--- src/common/sdc_pkg.sv ---
// package for the sigma-delta converter control block: register map, fields, reset values.
// assumes a 32-bit AXI4-Lite register bus; control words are 16 bits in the low half.
package sdc_pkg;
	localparam logic [3:0]  ADDR_CTRL_ONE   = 4'h0;
	localparam logic [3:0]  ADDR_CTRL_TWO   = 4'h4;
	localparam logic [3:0]  ADDR_CTRL_THREE = 4'h8;
	localparam logic [3:0]  ADDR_RESULT     = 4'hc;
	localparam logic [15:0] RST_CTRL        = 16'h0000;
	// writable bit masks; unimplemented and reserved positions read zero
	localparam logic [15:0] MASK_ONE        = 16'hb7d7;
	localparam logic [15:0] MASK_TWO        = 16'hf318;
	localparam logic [15:0] MASK_THREE      = 16'hff07;
	localparam int          POS_ENABLE      = 15;
	localparam int          POS_IDLE        = 13;
	localparam int          POS_MRST        = 12;
	localparam int          POS_RDY         = 0;
	localparam logic [1:0]  EV_GREATER      = 2'h0;
	localparam logic [1:0]  EV_LESS         = 2'h1;
	localparam logic [1:0]  EV_FIFTH        = 2'h2;
	localparam logic [1:0]  WM_WHEN_CLEAR   = 2'h0;
	localparam logic [1:0]  WM_ALWAYS       = 2'h1;
	localparam logic [2:0]  FIFTH_COUNT     = 3'h4;
	localparam int          SETTLE_RESULTS  = 3;
	localparam logic [1:0]  RESP_OKAY       = 2'h0;
	localparam logic [1:0]  RESP_SLVERR     = 2'h2;

	typedef struct packed {
		logic [2:0]  gain;
		logic [1:0]  dither;
		logic        offset_measure;
		logic        neg_ref;
		logic        pos_ref;
		logic        bandwidth;
		logic        swap_en;
		logic [2:0]  channel;
		logic [10:0] osr;
		logic [6:0]  clk_div;
		logic        run;
		logic        analog_reset;
	} sdc_analog_cfg_t;
endpackage : sdc_pkg

--- src/rtl/sdc_top.sv ---
// control and result logic of a 16-bit sigma-delta converter, AXI4-Lite register slave.
// assumes the modulator delivers one filtered 32-bit word per sample_strobe on aclk.
// Overview of operation
// - converter runs only while the enable bit is set
// - halt_in_idle set stops operation whenever the device idles
// - module reset bit clears converter logic and holds analog section reset
// - gain codes 000..101 give 1..32, codes 11x reserved
// - offset measure bit samples internal offset instead of the input
// - reference selects pick external pins when 1, supplies when 0
// - bandwidth bit 1 gives double bandwidth, 0 normal
// - chopping field 11 enables, 00 disables, others reserved
// - event on greater, less, every fifth or every sample clock
// - result updates when ready clear, always, or never by policy
// - rounding to 24, 16, 8 bits or none
// - hardware sets ready after filter settling; software clears it
// - oversampling ratios from 16 up to 1024
// - output rate configurable from 976 sps up to 62.5 ksps
// - oversample code 000 is 1024 halving down to 110 is 16
// - channel codes 000..011 select inputs, 1xx reserved
// - divider codes 000..110 divide by 1..64, 111 reserved
`timescale 1ns/1ps
module sdc_top (
	input  wire logic                    aclk,
	input  wire logic                    aresetn,
	input  wire logic [3:0]              s_axi_awaddr,
	input  wire logic                    s_axi_awvalid,
	output logic                         s_axi_awready,
	input  wire logic [31:0]             s_axi_wdata,
	input  wire logic [3:0]              s_axi_wstrb,
	input  wire logic                    s_axi_wvalid,
	output logic                         s_axi_wready,
	output logic [1:0]                   s_axi_bresp,
	output logic                         s_axi_bvalid,
	input  wire logic                    s_axi_bready,
	input  wire logic [3:0]              s_axi_araddr,
	input  wire logic                    s_axi_arvalid,
	output logic                         s_axi_arready,
	output logic [31:0]                  s_axi_rdata,
	output logic [1:0]                   s_axi_rresp,
	output logic                         s_axi_rvalid,
	input  wire logic                    s_axi_rready,
	input  wire logic                    device_idle,
	input  wire logic                    sample_strobe,
	input  wire logic [31:0]             sample_data,
	output sdc_pkg::sdc_analog_cfg_t     analog_cfg,
	output logic [31:0]                  conversion_result_pair,
	output logic                         converter_event
);
	import sdc_pkg::*;

	typedef struct packed {
		logic [15:0] ctrl_one;
		logic [15:0] ctrl_two;
		logic [15:0] ctrl_three;
		logic [31:0] result;
		logic [31:0] previous;
		logic [2:0]  fifth_cnt;
		logic [1:0]  settle_cnt;
		logic        have_prev;
		logic        aw_got;
		logic        w_got;
		logic [3:0]  aw_addr;
		logic [31:0] w_data;
		logic [3:0]  w_strb;
		logic        bvalid;
		logic [1:0]  bresp;
		logic        rvalid;
		logic [31:0] rdata;
		logic [1:0]  rresp;
		logic        idle_s1;
		logic        idle_s2;
		logic        evt;
		sdc_analog_cfg_t cfg;
	} sdc_state_t;

	sdc_state_t s_q;
	sdc_state_t s_d;

	logic        running;
	logic        evt_now;
	logic        do_write;
	logic        wr_clear_rdy;
	logic [31:0] rounded;
	logic [15:0] two_merged;

	// apply byte strobes to the low half-word only
	function automatic logic [15:0] merge16(input logic [15:0] old, input logic [31:0] data,
		input logic [3:0] strb, input logic [15:0] mask);
		logic [15:0] m;
		m = {{8{strb[1]}}, {8{strb[0]}}};
		merge16 = ((old & ~m) | (data[15:0] & m)) & mask;
	endfunction : merge16

	// round to nearest at the chosen width, saturating so a carry cannot wrap the sign
	function automatic logic [31:0] round_to(input logic [31:0] v, input logic [1:0] sel);
		logic [32:0] sum;
		int          lsb;
		lsb = 0;
		unique case (sel)
			2'h1: lsb = 8;
			2'h2: lsb = 16;
			2'h3: lsb = 24;
			2'h0: lsb = 0;
		endcase
		if (lsb == 0) begin
			round_to = v;
		end else begin
			sum = {1'b0, v} + (33'h1 << (lsb - 1));
			if (!v[31] && sum[31]) begin
				sum = {1'b0, 32'h7fffffff};
			end
			round_to = sum[31:0] & ~((32'h1 << lsb) - 32'h1);
		end
	endfunction : round_to

	always_comb begin
		s_d = s_q;
		s_d.idle_s1 = device_idle;
		s_d.idle_s2 = s_q.idle_s1;
		s_d.evt = 1'b0;

		running = s_q.ctrl_one[POS_ENABLE] && !s_q.ctrl_one[POS_MRST]
			&& !(s_q.ctrl_one[POS_IDLE] && s_q.idle_s2);
		rounded = round_to(sample_data, s_q.ctrl_two[4:3]);

		evt_now = 1'b0;
		if (running && sample_strobe) begin
			unique case (s_q.ctrl_two[13:12])
				EV_GREATER: evt_now = s_q.have_prev && ($signed(rounded) > $signed(s_q.previous));
				EV_LESS:    evt_now = s_q.have_prev && ($signed(rounded) < $signed(s_q.previous));
				EV_FIFTH:   evt_now = (s_q.fifth_cnt == FIFTH_COUNT);
				default:    evt_now = 1'b1;
			endcase
			s_d.previous = rounded;
			s_d.have_prev = 1'b1;
			s_d.fifth_cnt = (s_q.fifth_cnt == FIFTH_COUNT) ? 3'h0 : s_q.fifth_cnt + 3'h1;
			if (s_q.settle_cnt != SETTLE_RESULTS[1:0]) begin
				s_d.settle_cnt = s_q.settle_cnt + 2'h1;
			end
		end
		s_d.evt = evt_now;

		if (evt_now && ((s_q.ctrl_two[9:8] == WM_ALWAYS)
			|| (s_q.ctrl_two[9:8] == WM_WHEN_CLEAR && !s_q.ctrl_two[POS_RDY]))) begin
			s_d.result = rounded;
		end

		// AXI4-Lite write: address and data taken in either order
		if (s_axi_awvalid && !s_q.aw_got && !s_q.bvalid) begin
			s_d.aw_got = 1'b1;
			s_d.aw_addr = s_axi_awaddr;
		end
		if (s_axi_wvalid && !s_q.w_got && !s_q.bvalid) begin
			s_d.w_got = 1'b1;
			s_d.w_data = s_axi_wdata;
			s_d.w_strb = s_axi_wstrb;
		end
		do_write = s_q.aw_got && s_q.w_got && !s_q.bvalid;
		wr_clear_rdy = 1'b0;
		two_merged = merge16(s_q.ctrl_two, s_q.w_data, s_q.w_strb, MASK_TWO);
		if (do_write) begin
			s_d.aw_got = 1'b0;
			s_d.w_got = 1'b0;
			s_d.bvalid = 1'b1;
			s_d.bresp = RESP_OKAY;
			unique case (s_q.aw_addr)
				ADDR_CTRL_ONE:   s_d.ctrl_one = merge16(s_q.ctrl_one, s_q.w_data, s_q.w_strb,
					MASK_ONE);
				ADDR_CTRL_TWO: begin
					// bit 0 is the ready flag, owned by the set/clear logic below
					s_d.ctrl_two[15:1] = two_merged[15:1];
					// writing zero clears ready; writing one leaves it
					wr_clear_rdy = s_q.w_strb[0] && !s_q.w_data[POS_RDY];
				end
				ADDR_CTRL_THREE: s_d.ctrl_three = merge16(s_q.ctrl_three, s_q.w_data,
					s_q.w_strb, MASK_THREE);
				default:         s_d.bresp = RESP_SLVERR;
			endcase
			if (s_q.aw_addr == ADDR_RESULT) begin
				s_d.bresp = RESP_OKAY;
			end
		end
		if (s_q.bvalid && s_axi_bready) begin
			s_d.bvalid = 1'b0;
		end

		// set beats clear when both land together
		if (wr_clear_rdy) begin
			s_d.ctrl_two[POS_RDY] = 1'b0;
		end
		if (running && sample_strobe && s_q.settle_cnt == SETTLE_RESULTS[1:0]) begin
			s_d.ctrl_two[POS_RDY] = 1'b1;
		end

		// AXI4-Lite read
		if (s_axi_arvalid && !s_q.rvalid) begin
			s_d.rvalid = 1'b1;
			s_d.rresp = RESP_OKAY;
			unique case (s_axi_araddr)
				ADDR_CTRL_ONE:   s_d.rdata = {16'h0000, s_q.ctrl_one};
				ADDR_CTRL_TWO:   s_d.rdata = {16'h0000, s_q.ctrl_two};
				ADDR_CTRL_THREE: s_d.rdata = {16'h0000, s_q.ctrl_three};
				ADDR_RESULT:     s_d.rdata = s_q.result;
				default: begin
					s_d.rdata = 32'h00000000;
					s_d.rresp = RESP_SLVERR;
				end
			endcase
		end
		if (s_q.rvalid && s_axi_rready) begin
			s_d.rvalid = 1'b0;
		end

		// module reset clears the sample history and counters but keeps the control words and the result
		if (s_q.ctrl_one[POS_MRST] || !s_q.ctrl_one[POS_ENABLE]) begin
			s_d.have_prev = 1'b0;
			s_d.fifth_cnt = 3'h0;
			s_d.settle_cnt = 2'h0;
			s_d.previous = 32'h00000000;
		end

		s_d.cfg.gain = (s_q.ctrl_one[10:9] == 2'h3) ? 3'h0 : s_q.ctrl_one[10:8];
		s_d.cfg.dither = s_q.ctrl_one[7:6];
		s_d.cfg.offset_measure = s_q.ctrl_one[4];
		s_d.cfg.neg_ref = s_q.ctrl_one[2];
		s_d.cfg.pos_ref = s_q.ctrl_one[1];
		s_d.cfg.bandwidth = s_q.ctrl_one[0];
		// reserved chopping codes treated as off
		s_d.cfg.swap_en = (s_q.ctrl_two[15:14] == 2'h3);
		s_d.cfg.channel = s_q.ctrl_three[2] ? 3'h0 : s_q.ctrl_three[2:0];
		// reserved code falls back to ratio 16
		s_d.cfg.osr = (s_q.ctrl_three[12:10] == 3'h7) ? 11'd16
			: (11'd1024 >> s_q.ctrl_three[12:10]);
		// reserved code falls back to divide by 64
		s_d.cfg.clk_div = (s_q.ctrl_three[15:13] == 3'h7) ? 7'd64
			: (7'd1 << s_q.ctrl_three[15:13]);
		s_d.cfg.run = running;
		s_d.cfg.analog_reset = s_q.ctrl_one[POS_MRST] || !s_q.ctrl_one[POS_ENABLE];
	end

	always_ff @(posedge aclk) begin
		if (!aresetn) begin
			s_q <= '0;
			s_q.ctrl_one <= RST_CTRL;
			s_q.ctrl_two <= RST_CTRL;
			s_q.ctrl_three <= RST_CTRL;
			s_q.cfg.analog_reset <= 1'b1;
		end else begin
			s_q <= s_d;
		end
	end

	assign s_axi_awready = !s_q.aw_got && !s_q.bvalid;
	assign s_axi_wready = !s_q.w_got && !s_q.bvalid;
	assign s_axi_bvalid = s_q.bvalid;
	assign s_axi_bresp = s_q.bresp;
	assign s_axi_arready = !s_q.rvalid;
	assign s_axi_rvalid = s_q.rvalid;
	assign s_axi_rdata = s_q.rdata;
	assign s_axi_rresp = s_q.rresp;
	assign analog_cfg = s_q.cfg;
	assign conversion_result_pair = s_q.result;
	assign converter_event = s_q.evt;
endmodule : sdc_top

--- config.mk ---
export PLATFORM = sky130hd
export DESIGN_NAME = sdc_top
export DESIGN_NICKNAME = d
export VERILOG_FILES = /design/src/common/sdc_pkg.sv /design/src/rtl/sdc_top.sv
export SDC_FILE = /design/constraint.sdc
export NUM_CORES = 1
export LEC_CHECK = 0
export BUFFER_PORTS_ARGS = -buffer_cell sky130_fd_sc_hd__buf_4
export CAP_MARGIN = 30
export CORE_MARGIN = 8
export CORE_UTILIZATION = 40
export DETAILED_ROUTE_END_ITERATION = 12
export SLEW_MARGIN = 20
export SYNTH_ARGS = -nofsm -noshare
export SYNTH_HDL_FRONTEND = slang
export SYNTH_SLANG_ARGS = --single-unit
--- constraint.sdc ---
create_clock -name aclk -period 9.3 [get_ports aclk]
set_clock_uncertainty 0.2 [all_clocks]
set_input_delay 2.79 -clock aclk [delete_from_list [all_inputs] [get_ports aclk]]
set_output_delay 2.79 -clock aclk [all_outputs]
set_load 0.1 [all_outputs]
After elaboration in Yosys (flattened, before gate mapping)
Index checks and enable logic that the tools add are counted.
{"block": "totals", "ff_bits": 200, "in_bits": 85}
{"block": "op_classes", "n_reduce_logical": 55, "order_cmp": 2, "bitwise_logic": 11, "addsub": 5, "n_eq_ne": 19, "mux": 17, "n_shift": 4}
{"op": "$pmux 32 s4", "count": 2}
{"op": "$mux 32", "count": 3}
{"op": "$and 16x16->16", "count": 4}
{"op": "$shl 1x32->32 const A", "count": 2}
{"op": "$or 16x16->16", "count": 3}
{"op": "$add 32x32->32", "count": 1}
{"op": "$and 32x32->32", "count": 1}
{"op": "$gt 32x32->1", "count": 1}
{"op": "$logic_not 32->1", "count": 1}
{"op": "$lt 32x32->1", "count": 1}
{"op": "$not 32->32", "count": 1}
{"op": "$sub 32x1->32 const B", "count": 1}
{"op": "$sub 32x2->32 const B", "count": 1}
{"op": "$logic_and 1x1->1", "count": 22}
{"op": "$eq 4x4->1 const B", "count": 4}
{"op": "$not 16->16", "count": 1}
{"op": "$reduce_or 2->1", "count": 8}
{"op": "$eq 2x2->1 const B", "count": 6}
{"op": "$shr 11x3->11 const A", "count": 1}
{"op": "$logic_not 1->1", "count": 10}
{"op": "$eq 3x3->1 const B", "count": 3}
{"op": "$eq 4x3->1 const B", "count": 2}
{"op": "$logic_not 4->1", "count": 2}
{"op": "$reduce_and 2->1", "count": 4}
{"op": "17 further kinds", "count": 28}

Logic depth before layout (Yosys ltp)
Gate-level depths: netlist of run 1.
{"block": "depth", "depth_word": 15, "mapped_depth": 24, "mapped_depth_nobuf": 19}

Worst setup path before layout of run 1
OpenSTA, ideal clock, no wires.
{"block": "synth_path", "path_type": "in2reg", "from": "in sample_data[7]", "to": "reg s_q (netlist bit conversion_result_pair[20])", "path_buffers": 5, "t_arrival_ns": 7.131, "setup_slack_ns": 1.853, "required_time_ns": 8.984, "setup_ns": 0.116, "path_stages": 21, "path_cell_list": "and2_1 ha_1 and4_1 a311oi_1 or4b_1 buf_6 a21oi_4 buf_6 a41oi_1 o22a_1 ha_1 a21oi_1 o21ai_1 a221o_1 a2111o_1 a211o_1 buf_2 and3_1 buf_2 buf_6 a31o_2"}
{"block": "synth_between", "elab_chain_len": 11, "word_cells_on_any_way": 13, "cone_classes": "add/sub (1); order compare (2); mux (5); bitwise (1); reduce/logical (4)"}
{"item": "start: declaration", "line_no": "sdc_top.sv:44", "text": "input wire logic [31:0] sample_data,"}
{"item": "$add 32x32->32 *", "line_no": "sdc_top.sv:108", "text": "sum = {1'b0, v} + (33'h1 << (lsb - 1));"}
{"item": "$logic_and 1x1->1", "line_no": "sdc_top.sv:109", "text": "if (!v[31] && sum[31]) begin"}
{"item": "$mux 32 *", "line_no": "sdc_top.sv:109"}
{"item": "$mux 32 *", "line_no": "sdc_top.sv:105", "text": "if (lsb == 0) begin"}
{"item": "$and 32x32->32 *", "line_no": "sdc_top.sv:112", "text": "round_to = sum[31:0] & ~((32'h1 << lsb) - 32'h1);"}
{"item": "$mux 32 *", "line_no": "sdc_top.sv:105"}
{"item": "net rounded[19]", "line_no": "sdc_top.sv:83", "text": "logic [31:0] rounded;"}
{"item": "$lt 32x32->1 or $gt 32x32->1 (tied branches)", "line_no": "sdc_top.sv:130, sdc_top.sv:129"}
{"item": "$logic_and 1x1->1, on equally long branches", "line_no": "sdc_top.sv:130, sdc_top.sv:129"}
{"item": "$pmux 1 s3 *", "line_no": "sdc_top.sv:128", "text": "unique case (s_q.ctrl_two[13:12])"}
{"item": "$mux 1 *", "line_no": "sdc_top.sv:127", "text": "if (running && sample_strobe) begin"}
{"item": "$logic_and 1x1->1 *", "line_no": "sdc_top.sv:143", "text": "if (evt_now && ((s_q.ctrl_two[9:8] == WM_ALWAYS)"}
{"item": "end: declaration", "line_no": "sdc_top.sv:76", "text": "sdc_state_t s_q;"}
Mark *: on every way through the listed nets, which the timed path passes. The rest lies on a longest branch. The select of a mux whose other input is x is not followed.
A chain may end at the register's enable or synchronous reset.

Worst setup path in the final report of run 1
{"block": "layout_path", "from": "in sample_data[7]", "to": "reg s_q (netlist bit conversion_result_pair[5])"}
Same word-level chain as after synthesis.

==> metrics.md, run 1 <==
| Metric | Value |
|---|---|
| Clock transition at the registers of the reported paths | `0.07 ns` |
| Die footprint | `29500 um^2` |
| Kind of end point of the critical path | `flop` |
| Largest voltage drop on the vdd net | `0.123 mV` |
| Number of global-route vias before repair | `7425` |
| Category of the worst setup path launch point | `input pin` |
| Half-perimeter wire length after detailed placement | `18900 um` |
| Unrepaired setup endpoints after global routing | `no` |
| Worst-skew pair later-pin latency | `0.43 ns` |
| Non-Filler Cell Area, Final | `11100 um^2` |
| Number of failing hold endpoints at the final stage | `0` |
| Number of hold-repair buffers added at the cts stage | `0` |
| Row Count | `57` |
| Starting DRC count in detailed routing | `523` |
| Cell type of the slowest stage on the worst timing path | `sky130_fd_sc_hd__or4b_1` |
| Setup violations, final | `0` |
| Overall routed net length | `25800 um` |
| Post-route clock period utilization | `0.894` |
| Total number of yosys warnings | `0` |
| Fraction of registers with async set/reset | `0` |
| Bufs on Longest Clock Path | `2` |
| Number of synthesized flops with an enable pin | `0` |
| Number of gates resized after CTS | `0` |
| Achievable frequency | `120 MHz` |
| Total CTS buffers | `17` |
| Final critical path time including I/O delays and setup | `8.32 ns` |
| Die span in x | `172 um` |
| Maximum capacitance violations | `0` |
| Category of the critical setup timing path | `in -> reg` |
| Antenna viol nets, final | `0` |
| Post-CTS Repair Setup Buffers | `0` |
| Reported leakage power | `4.43 nW` |
| Initial antenna violation count | `0` |
| DR vias/cell | `5.22` |
| Total Routing Usage GR | `0.171` |
| Per-instance average area after synthesis | `8.57 um^2` |
| Drt pass-1 iters | `5` |
| Top post-synthesis cells by area | `sky130_fd_sc_hd__dfxtp_1 40%, sky130_fd_sc_hd__buf_4 8.0%, sky130_fd_sc_hd__ha_1 5.8%, sky130_fd_sc_hd__nand2_1 5.7%, sky130_fd_sc_hd__mux2i_1 5.7%` |
| Dpl cells | `1478` |
| PortBufs | `166` |
| Synthesized cell area | `9720 um^2` |
| Post-synthesis cell type with the largest combined area | `sky130_fd_sc_hd__dfxtp_1` |
| Total number of clock tree sinks | `193` |
| Worst-path cell chain | `buf_4, and2_1, ha_1, and4_1, a311oi_1, buf_4, or4b_1, a21oi_4, a211oi_1, a21oi_1, inv_1, ha_1, nand4_1, inv_1, a221o_1, a2111o_1, o22ai_2, and3_1, buf_4, mux2i_1` |
| Fraction of post-synthesis cell area in the top cell type by area | `0.398` |
| Part of the Yosys area used for sequential elements | `0.398` |
| Power per standard cell area | `157 nW/um^2` |
| Count of unresolved DRC violations after routing | `0` |
| #FFs+latches synth | `193` |
| Final count of pins violating max slew | `0` |
| Grt ovf | `0` |
| Total via count after detailed routing | `7892` |
| Initial core utilization | `0.403` |
| Data required time of the critical path | `9.45 ns` |
| CP most frequent cell | `sky130_fd_sc_hd__buf_4` |
| Placeable core region | `24100 um^2` |
| TritonCTS clock tree | `done` |
| Status | `completed` |
| Worst R2R Setup Slack | `2.58 ns` |
| Highest net fanout along the worst path | `23` |
| HP Class | `reg -> reg` |
| Antenna cells | `0` |
| Tightest Pin Transition | `0.951 ns` |
| First-pass GRT wire length | `40000 um` |
| Number of nets in the layout | `1306` |
| Proportion of layout cells with a drive suffix above 1 | `0.212` |
| Root buffer selected by CTS | `sky130_fd_sc_hd__clkbuf_16` |
| Non-filler cells, final | `1513` |
| Die Ht | `172 um` |
| Global placer's final weighted congestion | `0.821` |
| Count of H-tree levels built during CTS | `4` |
| Average wire per standard cell | `17.1 um` |
| Top-level port count | `192` |
| Post-Syn Instances | `1134` |
| Arrival @ worst endpoint | `8.47 ns` |
| Most used DFF post-synth | `sky130_fd_sc_hd__dfxtp_1` |
| Maximum single-stage delay on the critical path | `0.76 ns` |
| TNS Setup | `0 ns` |
| Largest net degree at the start of global routing | `79` |
| End-of-flow core utilization | `0.460` |
| Placed cell area | `10500 um^2` |
| Number of library cell types mapped by synthesis | `67` |
| Post-synthesis to final-layout area growth | `14.2%` |
| Remaining max-slew budget at the tightest pin | `0.365` |
-- metal layers --
metal | global-route usage | wire length [um] | vias up
met3 | 0.0432 | 1630 | 18
met5 | 0 | 0 | -
met2 | 0.279 | 12100 | 186
met1 | 0.226 | 11800 | 3739
met4 | 0.0367 | 299 | 0
li1 | - | - | 3949
-- worst max-delay path, delay by kind of cell --
| kind | cells | cell delay, ns |
|---|---|---|
| compound gates | 7 | 2.39 |
| fa+ha+maj | 2 | 0.52 |
| buf+inv | 5 | 0.74 |
| mux | 1 | 0.22 |
| simple gates | 5 | 1.80 |
-- cell usage after synthesis (all sizes together) (11+ instances only) --
| library cell | instances |
|---|---|
| buf | 117 |
| o221a | 23 |
| a211oi | 11 |
| o21ai | 26 |
| and2 | 23 |
| a31oi | 16 |
| nor2 | 94 |
| a21oi | 98 |
| dfxtp | 193 |
| nand3 | 28 |
| a22oi | 16 |
| clkbuf | 49 |
| mux2i | 55 |
| nand2 | 148 |
| inv | 46 |
| ha | 45 |
-- path summary, 6_finish.rpt --
path              depth (start not counted)                        end      startpoint
setup / recovery                         20  conversion_result_pair[5]  sample_data[7]
hold / removal                            1                    s_q[34]         s_d[34]
setup reg to reg                         20  conversion_result_pair[5]            flop
hold reg to reg                           1                    s_q[34]         s_d[34]
-- cell type report --
| class | instances | area (um^2) |
|---|---|---|
| Sequential cell | 193 | 3860 |
| Inverter | 46 | 173 |
| Multi-Input combinational cell | 735 | 4690 |
| Timing Repair Buffer | 183 | 1380 |
| Clock buffer | 18 | 429 |
| Clock inverter | 14 | 156 |
| Tap cell | 324 | 405 |
| Fill cell | 2431 | 13000 |
-- cell families after synthesis --
group | after synthesis | synth area share
fa+ha+maj | 45 | 0.0579
flops | 193 | 0.398
mux | 55 | 0.0566
simple gates | 377 | 0.184
other cells | 1 | 0.000386
buf+inv | 212 | 0.125
xor+xnor | 4 | 0.00361
compound gates | 247 | 0.175
-- placed cells by master (no fill, tap or decap), types with 10 or more instances in the layout --
cell type / instances
sky130_fd_sc_hd__o22a_1: 10
sky130_fd_sc_hd__clkbuf_16: 17
sky130_fd_sc_hd__and2_1: 23
sky130_fd_sc_hd__o221a_2: 22
sky130_fd_sc_hd__buf_4: 182
sky130_fd_sc_hd__nand2_1: 148
sky130_fd_sc_hd__a31oi_1: 16
sky130_fd_sc_hd__dfxtp_1: 193
sky130_fd_sc_hd__o21ai_0: 25
sky130_fd_sc_hd__a211oi_1: 11
sky130_fd_sc_hd__inv_1: 45
sky130_fd_sc_hd__nand4_1: 10
sky130_fd_sc_hd__mux2i_1: 55
sky130_fd_sc_hd__a21oi_1: 97
sky130_fd_sc_hd__ha_1: 45
sky130_fd_sc_hd__a22oi_1: 16
sky130_fd_sc_hd__nor3_1: 10
sky130_fd_sc_hd__nor2_1: 94
sky130_fd_sc_hd__nand3_1: 28
-- metrics by stage --
step / hold WS [ns] / worst slack [ns] / total power [W]
3_5_place_dp: 0.223 / 0.546 / 0.00102
3_3_place_gp: 0.219 / 0.611 / 0.00102
4_1_cts: 0.240 / 0.969 / 0.00176
6_report: 0.236 / 0.981 / 0.00174
2_1_floorplan: 0.212 / 1.85 / 0.000968
5_1_grt: 0.253 / 0.657 / 0.00181
-- power breakdown --
part	leakage [nW]	internal, W	switching [W]
Sequential	1.56	0.000835	0.00000822
Combinational	2.59	0.0000507	0.000108
Clock	0.280	0.000402	0.000338
Total	4.43	0.00129	0.000455
No activity file was read; power rests on OpenSTA's default activity.
==> run 2: changes to the inputs <==
--- a/config.mk
+++ b/config.mk
@@ -10,6 +10,7 @@
 export CORE_MARGIN = 8
 export CORE_UTILIZATION = 40
 export DETAILED_ROUTE_END_ITERATION = 12
+export RECOVER_POWER = 25
 export SLEW_MARGIN = 20
 export SYNTH_ARGS = -nofsm -noshare
 export SYNTH_HDL_FRONTEND = slang
==> run 2 against run 1 <==
  * The run now ends with capacitance limit, slew limit left
  * Via count is 0.68% lower
  * Final area down 1.1%
  * Routed wire length barely moved
  * Utilization decreased by 0.51 points
  * First-iteration DRC count grew 3.1%
  * Global-route usage unchanged
  * Clock power about the same
  * Non-clock buffer count is the same
  * Worst setup slack lost 0.0059 ns
  * Register-to-register slack hardly changed
  * Hold slack is essentially flat
==> metrics.md, run 2 (synthesis gave the netlist of run 1 again) <==
| Metric | Value |
|---|---|
| Arrival @ worst endpoint | `8.48 ns` |
| Kind of end point of the critical path | `flop` |
| HP Class | `reg -> reg` |
| Failing checks | `capacitance limit, slew limit` |
| Maximum capacitance violations | `1` |
| Bufs on Longest Clock Path | `2` |
| Combinational share of power | `0.091` |
| Number of nets in the layout | `1306` |
| Portion of total power attributed to sequential cells | `0.484` |
| Initial core utilization | `0.403` |
| Number of hold-repair buffers added at the cts stage | `0` |
| Pint | `0.00129 W` |
| Switching share of power | `0.261` |
| First-pass GRT wire length | `40000 um` |
| Largest net degree at the start of global routing | `79` |
| Die footprint | `29500 um^2` |
| Tightest Pin Transition | `2.52 ns` |
| Antenna cells | `0` |
| Post-route clock period utilization | `0.895` |
| Count of H-tree levels built during CTS | `4` |
| Largest voltage drop on the vdd net | `0.123 mV` |
| Reported leakage power | `4.29 nW` |
| Non-Filler Cell Area, Final | `11000 um^2` |
| Net switching power | `0.000455 W` |
| Total Routing Usage GR | `0.171` |
| Starting DRC count in detailed routing | `539` |
| DR WL met3 | `1460 um` |
| Row Count | `57` |
| Root buffer selected by CTS | `sky130_fd_sc_hd__clkbuf_16` |
| Antenna viol nets, final | `0` |
| PortBufs | `166` |
| Highest net fanout along the worst path | `23` |
| Count of unresolved DRC violations after routing | `0` |
| Worst hold path depth | `1` |
| Filler Cells Inserted | `2462` |
| Clock transition at the registers of the reported paths | `0.07 ns` |
| Achievable frequency | `120 MHz` |
| Final critical path time including I/O delays and setup | `8.32 ns` |
| Total via count after detailed routing | `7838` |
| Global placer's final weighted congestion | `0.821` |
| Placeable core region | `24100 um^2` |
| Post-CTS Repair Setup Buffers | `0` |
| Final count of pins violating max slew | `63` |
| Power per standard cell area | `159 nW/um^2` |
| Post-synthesis to final-layout area growth | `12.9%` |
| TritonCTS clock tree | `done` |
| Remaining max-slew budget at the tightest pin | `-0.678` |
| TNS Setup | `0 ns` |
| Post-route met1 wirelength | `12000 um` |
| Die Ht | `172 um` |
| Number of global-route vias before repair | `7425` |
| Topmost layer with routed signal wires | `met4` |
| Number of gates resized after CTS | `0` |
| Top-level port count | `192` |
| Category of the critical setup timing path | `in -> reg` |
| Half-perimeter wire length after detailed placement | `18900 um` |
| DR vias/cell | `5.18` |
| Category of the worst setup path launch point | `input pin` |
| Met2 routed wirelength | `12100 um` |
| Overall routed net length | `25900 um` |
| Total number of clock tree sinks | `193` |
| Worst r2r path cells | `20` |
| Unrepaired setup endpoints after global routing | `no` |
| Commonest non-fill, non-tap cells in the layout | `193 x sky130_fd_sc_hd__dfxtp_1, 152 x sky130_fd_sc_hd__buf_4, 148 x sky130_fd_sc_hd__nand2_1` |
| Worst-skew pair later-pin latency | `0.43 ns` |
| Grt ovf | `0` |
| Drt pass-1 iters | `4` |
| Portion of total power attributed to the clock network | `0.425` |
| Total CTS buffers | `17` |
| Most common library cell in the layout ignoring fill and taps | `sky130_fd_sc_hd__dfxtp_1` |
| Setup violations, final | `0` |
| Proportion of layout cells with a drive suffix above 1 | `0.185` |
| Data required time of the critical path | `9.45 ns` |
| Die span in x | `172 um` |
| Placed cell area | `10500 um^2` |
| Status | `finished, violations left` |
| Average wire per standard cell | `17.1 um` |
| Number of failing hold endpoints at the final stage | `0` |
| Initial antenna violation count | `0` |
==> run 2: worst paths after layout <==
| kind | endpoint | startpoint | slack, ns |
|---|---|---|---|
| setup / recovery | conversion_result_pair[5] | sample_data[7] | 0.98 |
| hold / removal | s_q[34] | s_d[34] | 0.24 |
| setup reg to reg | conversion_result_pair[5] | flop | 2.57 |
| hold reg to reg | s_q[34] | s_d[34] | 0.24 |
==> run 2: metrics by stage <==
stage | utilization | hold WS (ns) | total power (W) | std cells | worst slack [ns]
final | 0.455 | 0.236 | 0.00174 | 1513 | 0.975
after global routing | 0.455 | 0.253 | 0.00181 | 1513 | 0.651
after CTS | 0.459 | 0.240 | 0.00176 | 1510 | 0.969
after detailed placement | 0.434 | 0.223 | 0.00102 | 1478 | 0.546
after global placement | 0.434 | 0.219 | 0.00102 | 1478 | 0.611
after floorplan | - | 0.212 | 0.000968 | 1140 | 1.85
==> run 2: area by class of cell <==
class,instances,area [um^2],share of cell area
Clock buffer,18,429,0.0391
Clock inverter,14,156,0.0143
Inverter,46,173,0.0157
Multi-Input combinational cell,735,4690,0.427
Sequential cell,193,3860,0.352
Tap cell,324,405,0.0369
Timing Repair Buffer,183,1260,0.115
==> run 2: power groups by stage <==
stage / combinational (W) / sequential [W] / clock [W]
floorplan: 0.000105 / 0.000863 / 0
global placement: 0.000158 / 0.000863 / 0
detailed placement: 0.000159 / 0.000863 / 0
CTS: 0.000160 / 0.000843 / 0.000757
global route: 0.000173 / 0.000844 / 0.000793
finish: 0.000159 / 0.000844 / 0.000741
==> run 2: critical path, cell delays in order <==
cell and delay [ns]:
sky130_fd_sc_hd__buf_4 0.08, sky130_fd_sc_hd__and2_1 0.14, sky130_fd_sc_hd__ha_1 0.21, sky130_fd_sc_hd__and4_1 0.30, sky130_fd_sc_hd__a311oi_1 0.12, sky130_fd_sc_hd__buf_4 0.16, sky130_fd_sc_hd__or4b_1 0.75, sky130_fd_sc_hd__a21oi_4 0.58
sky130_fd_sc_hd__a211oi_1 0.15, sky130_fd_sc_hd__a21oi_1 0.37, sky130_fd_sc_hd__inv_1 0.09, sky130_fd_sc_hd__ha_1 0.31, sky130_fd_sc_hd__nand4_1 0.12, sky130_fd_sc_hd__inv_1 0.05, sky130_fd_sc_hd__a221o_1 0.31, sky130_fd_sc_hd__a2111o_1 0.47
sky130_fd_sc_hd__o22ai_2 0.39, sky130_fd_sc_hd__and3_1 0.49, sky130_fd_sc_hd__buf_4 0.36, sky130_fd_sc_hd__mux2i_1 0.22
==> run 2: layer usage <==
layer,up-vias,GRT usage
met3,19,0.0432
met2,151,0.279
met1,3724,0.226
li1,3944,-
met5,-,0
met4,0,0.0367
==> run 3: changes to the inputs <==
==> constraint.sdc (replaced) <==
create_clock -name aclk -period 9.3 [get_ports aclk]
set_clock_uncertainty 0.2 [all_clocks]
set_input_delay 1.86 -clock aclk [delete_from_list [all_inputs] [get_ports aclk]]
set_output_delay 1.86 -clock aclk [all_outputs]
set_load 0.1 [all_outputs]
==> run 3 against run 2 <==
  * The flow still finishes with violations (capacitance limit, slew limit)
  * Fmax rose by 8.4%
  * Routed wire length rose by 0.22%
  * Flip-flop and latch count did not move
  * Final cell count fell by 0.20%
  * Combinational power barely moved
  * Register-to-register slack got worse by 0.27 ns
  * Clock power rose by 1%
  * Non-clock buffer count fell by 3
  * Largest cell class unchanged
  * Largest power group unchanged
  * Highest routed layer unchanged
==> metrics.md, run 3 (synthesis gave the netlist of run 1 again) <==
| Metric | Value |
|---|---|
| Status | `finished, violations left` |
| Failing checks | `capacitance limit, slew limit` |
| HP Class | `reg -> reg` |
| Average wire per standard cell | `17.2 um` |
| Final critical path time including I/O delays and setup | `7.68 ns` |
| Total CTS buffers | `17` |
| Number of hold-repair buffers added at the cts stage | `0` |
| Half-perimeter wire length after detailed placement | `18800 um` |
| Power per standard cell area | `158 nW/um^2` |
| Worst-skew pair later-pin latency | `0.43 ns` |
| Top-level port count | `192` |
| Antenna viol nets, final | `0` |
| Dpl cells | `1476` |
| Placeable core region | `24100 um^2` |
| Category of the worst setup path launch point | `input pin` |
| Largest voltage drop on the vdd net | `0.114 mV` |
| Largest net degree at the start of global routing | `79` |
| Setup violations, final | `0` |
| Kind of end point of the critical path | `flop` |
| Global placer's final weighted congestion | `0.818` |
| Number of global-route vias before repair | `7506` |
| Total via count after detailed routing | `7838` |
| Post-synthesis to final-layout area growth | `13.8%` |
| Antenna cells | `0` |
| Count of unresolved DRC violations after routing | `0` |
| Maximum single-stage delay on the critical path | `0.82 ns` |
| Number of nets in the layout | `1303` |
| Count of H-tree levels built during CTS | `4` |
| Highest net fanout along the worst path | `23` |
| Most common library cell in the layout ignoring fill and taps | `sky130_fd_sc_hd__dfxtp_1` |
| Clock transition at the registers of the reported paths | `0.07 ns` |
| Cell type of the slowest stage on the worst timing path | `sky130_fd_sc_hd__or4b_1` |
| Grt ovf | `0` |
| Initial antenna violation count | `0` |
| Category of the critical setup timing path | `in -> reg` |
| Maximum capacitance violations | `4` |
| Commonest non-fill, non-tap cells in the layout | `193 x sky130_fd_sc_hd__dfxtp_1, 171 x sky130_fd_sc_hd__buf_4, 148 x sky130_fd_sc_hd__nand2_1` |
| TNS Setup | `0 ns` |
| Reported leakage power | `4.40 nW` |
| Remaining max-slew budget at the tightest pin | `-1.28` |
| Cell family with the largest share of critical-path delay | `compound AO/OA/AOI/OAI gates` |
| PortBufs | `166` |
| Total Routing Usage GR | `0.170` |
| Starting DRC count in detailed routing | `530` |
| Root buffer selected by CTS | `sky130_fd_sc_hd__clkbuf_16` |
| Non-filler cells, final | `1510` |
| Proportion of layout cells with a drive suffix above 1 | `0.205` |
| Number of gates resized after CTS | `0` |
| Achievable frequency | `130 MHz` |
| Arrival @ worst endpoint | `7.83 ns` |
| Post-CTS Repair Setup Buffers | `0` |
| Number of failing hold endpoints at the final stage | `0` |
| Filler Cells Inserted | `2451` |
| Overall routed net length | `25900 um` |
| Bufs on Longest Clock Path | `2` |
| Die footprint | `29500 um^2` |
| Drt pass-1 iters | `5` |
| DR vias/cell | `5.19` |
| Die Ht | `172 um` |
| Die span in x | `172 um` |
| Unrepaired setup endpoints after global routing | `no` |
| Buf+Inv Stages, Crit Path | `4` |
| First-pass GRT wire length | `39800 um` |
| Post-route clock period utilization | `0.826` |
| Total number of clock tree sinks | `193` |
| Final count of pins violating max slew | `224` |
| Worst-path cell chain | `buf_4, and2_1, ha_1, and4_1, a311oi_1, or4b_1, a21oi_4, a211oi_1, a21oi_1, inv_1, ha_1, nand4_1, inv_1, a221o_1, a2111o_1, o22ai_2, and3_1, buf_4, mux2i_1` |
| Row Count | `57` |
| Initial core utilization | `0.403` |
| Tightest Pin Transition | `3.42 ns` |
| TritonCTS clock tree | `done` |
| Data required time of the critical path | `9.45 ns` |
[run 3: final cells by class]
| class | count | area [um^2] | area share |
|---|---|---|---|
| inverter | 46 | 173 | 0.0156 |
| tap | 324 | 405 | 0.0366 |
| multi-input combinational | 735 | 4680 | 0.423 |
| clock buffer | 18 | 439 | 0.0397 |
| timing repair buffer | 180 | 1330 | 0.121 |
| clock inverter | 14 | 168 | 0.0152 |
| sequential | 193 | 3860 | 0.349 |
[run 3: per-layer routing]
layer	GRT usage	up-vias	part of all wire
met2	0.284	196	0.48
met3	0.0416	16	0.060
met4	0.0401	0	0.0099
met5	0	-	0
li1	-	3935	-
met1	0.219	3691	0.45
[run 3: power by group]
part           total (W)  switching, W  leakage [nW]  internal (W)
Combinational   0.000158      0.000108          2.54     0.0000501
Sequential      0.000843    0.00000832          1.56      0.000835
Clock           0.000751      0.000359         0.295      0.000393
Total            0.00175      0.000475          4.40       0.00128
[run 3: worst paths after layout]
check / end / start / depth (start not counted) / slack (ns)
hold reg to reg: s_q[34] / s_d[34] / 1 / 0.24
setup reg to reg: conversion_result_pair[7] / flop / 19 / 2.30
hold / removal: s_q[34] / s_d[34] / 1 / 0.24
setup / recovery: conversion_result_pair[7] / sample_data[7] / 19 / 1.62
[run 3: through the flow]
stage / setup slack (ns) / hold WS [ns] / util / power [W] / instance area [um^2]
2_1_floorplan: 2.78 / 0.212 / - / 0.000968 / 9740
3_3_place_gp: 1.29 / 0.218 / 0.434 / 0.00102 / 10500
3_5_place_dp: 1.24 / 0.222 / 0.434 / 0.00102 / 10500
4_1_cts: 1.67 / 0.242 / 0.459 / 0.00177 / 11100
5_1_grt: 1.26 / 0.268 / 0.459 / 0.00181 / 11100
6_report: 1.62 / 0.245 / 0.459 / 0.00175 / 11100
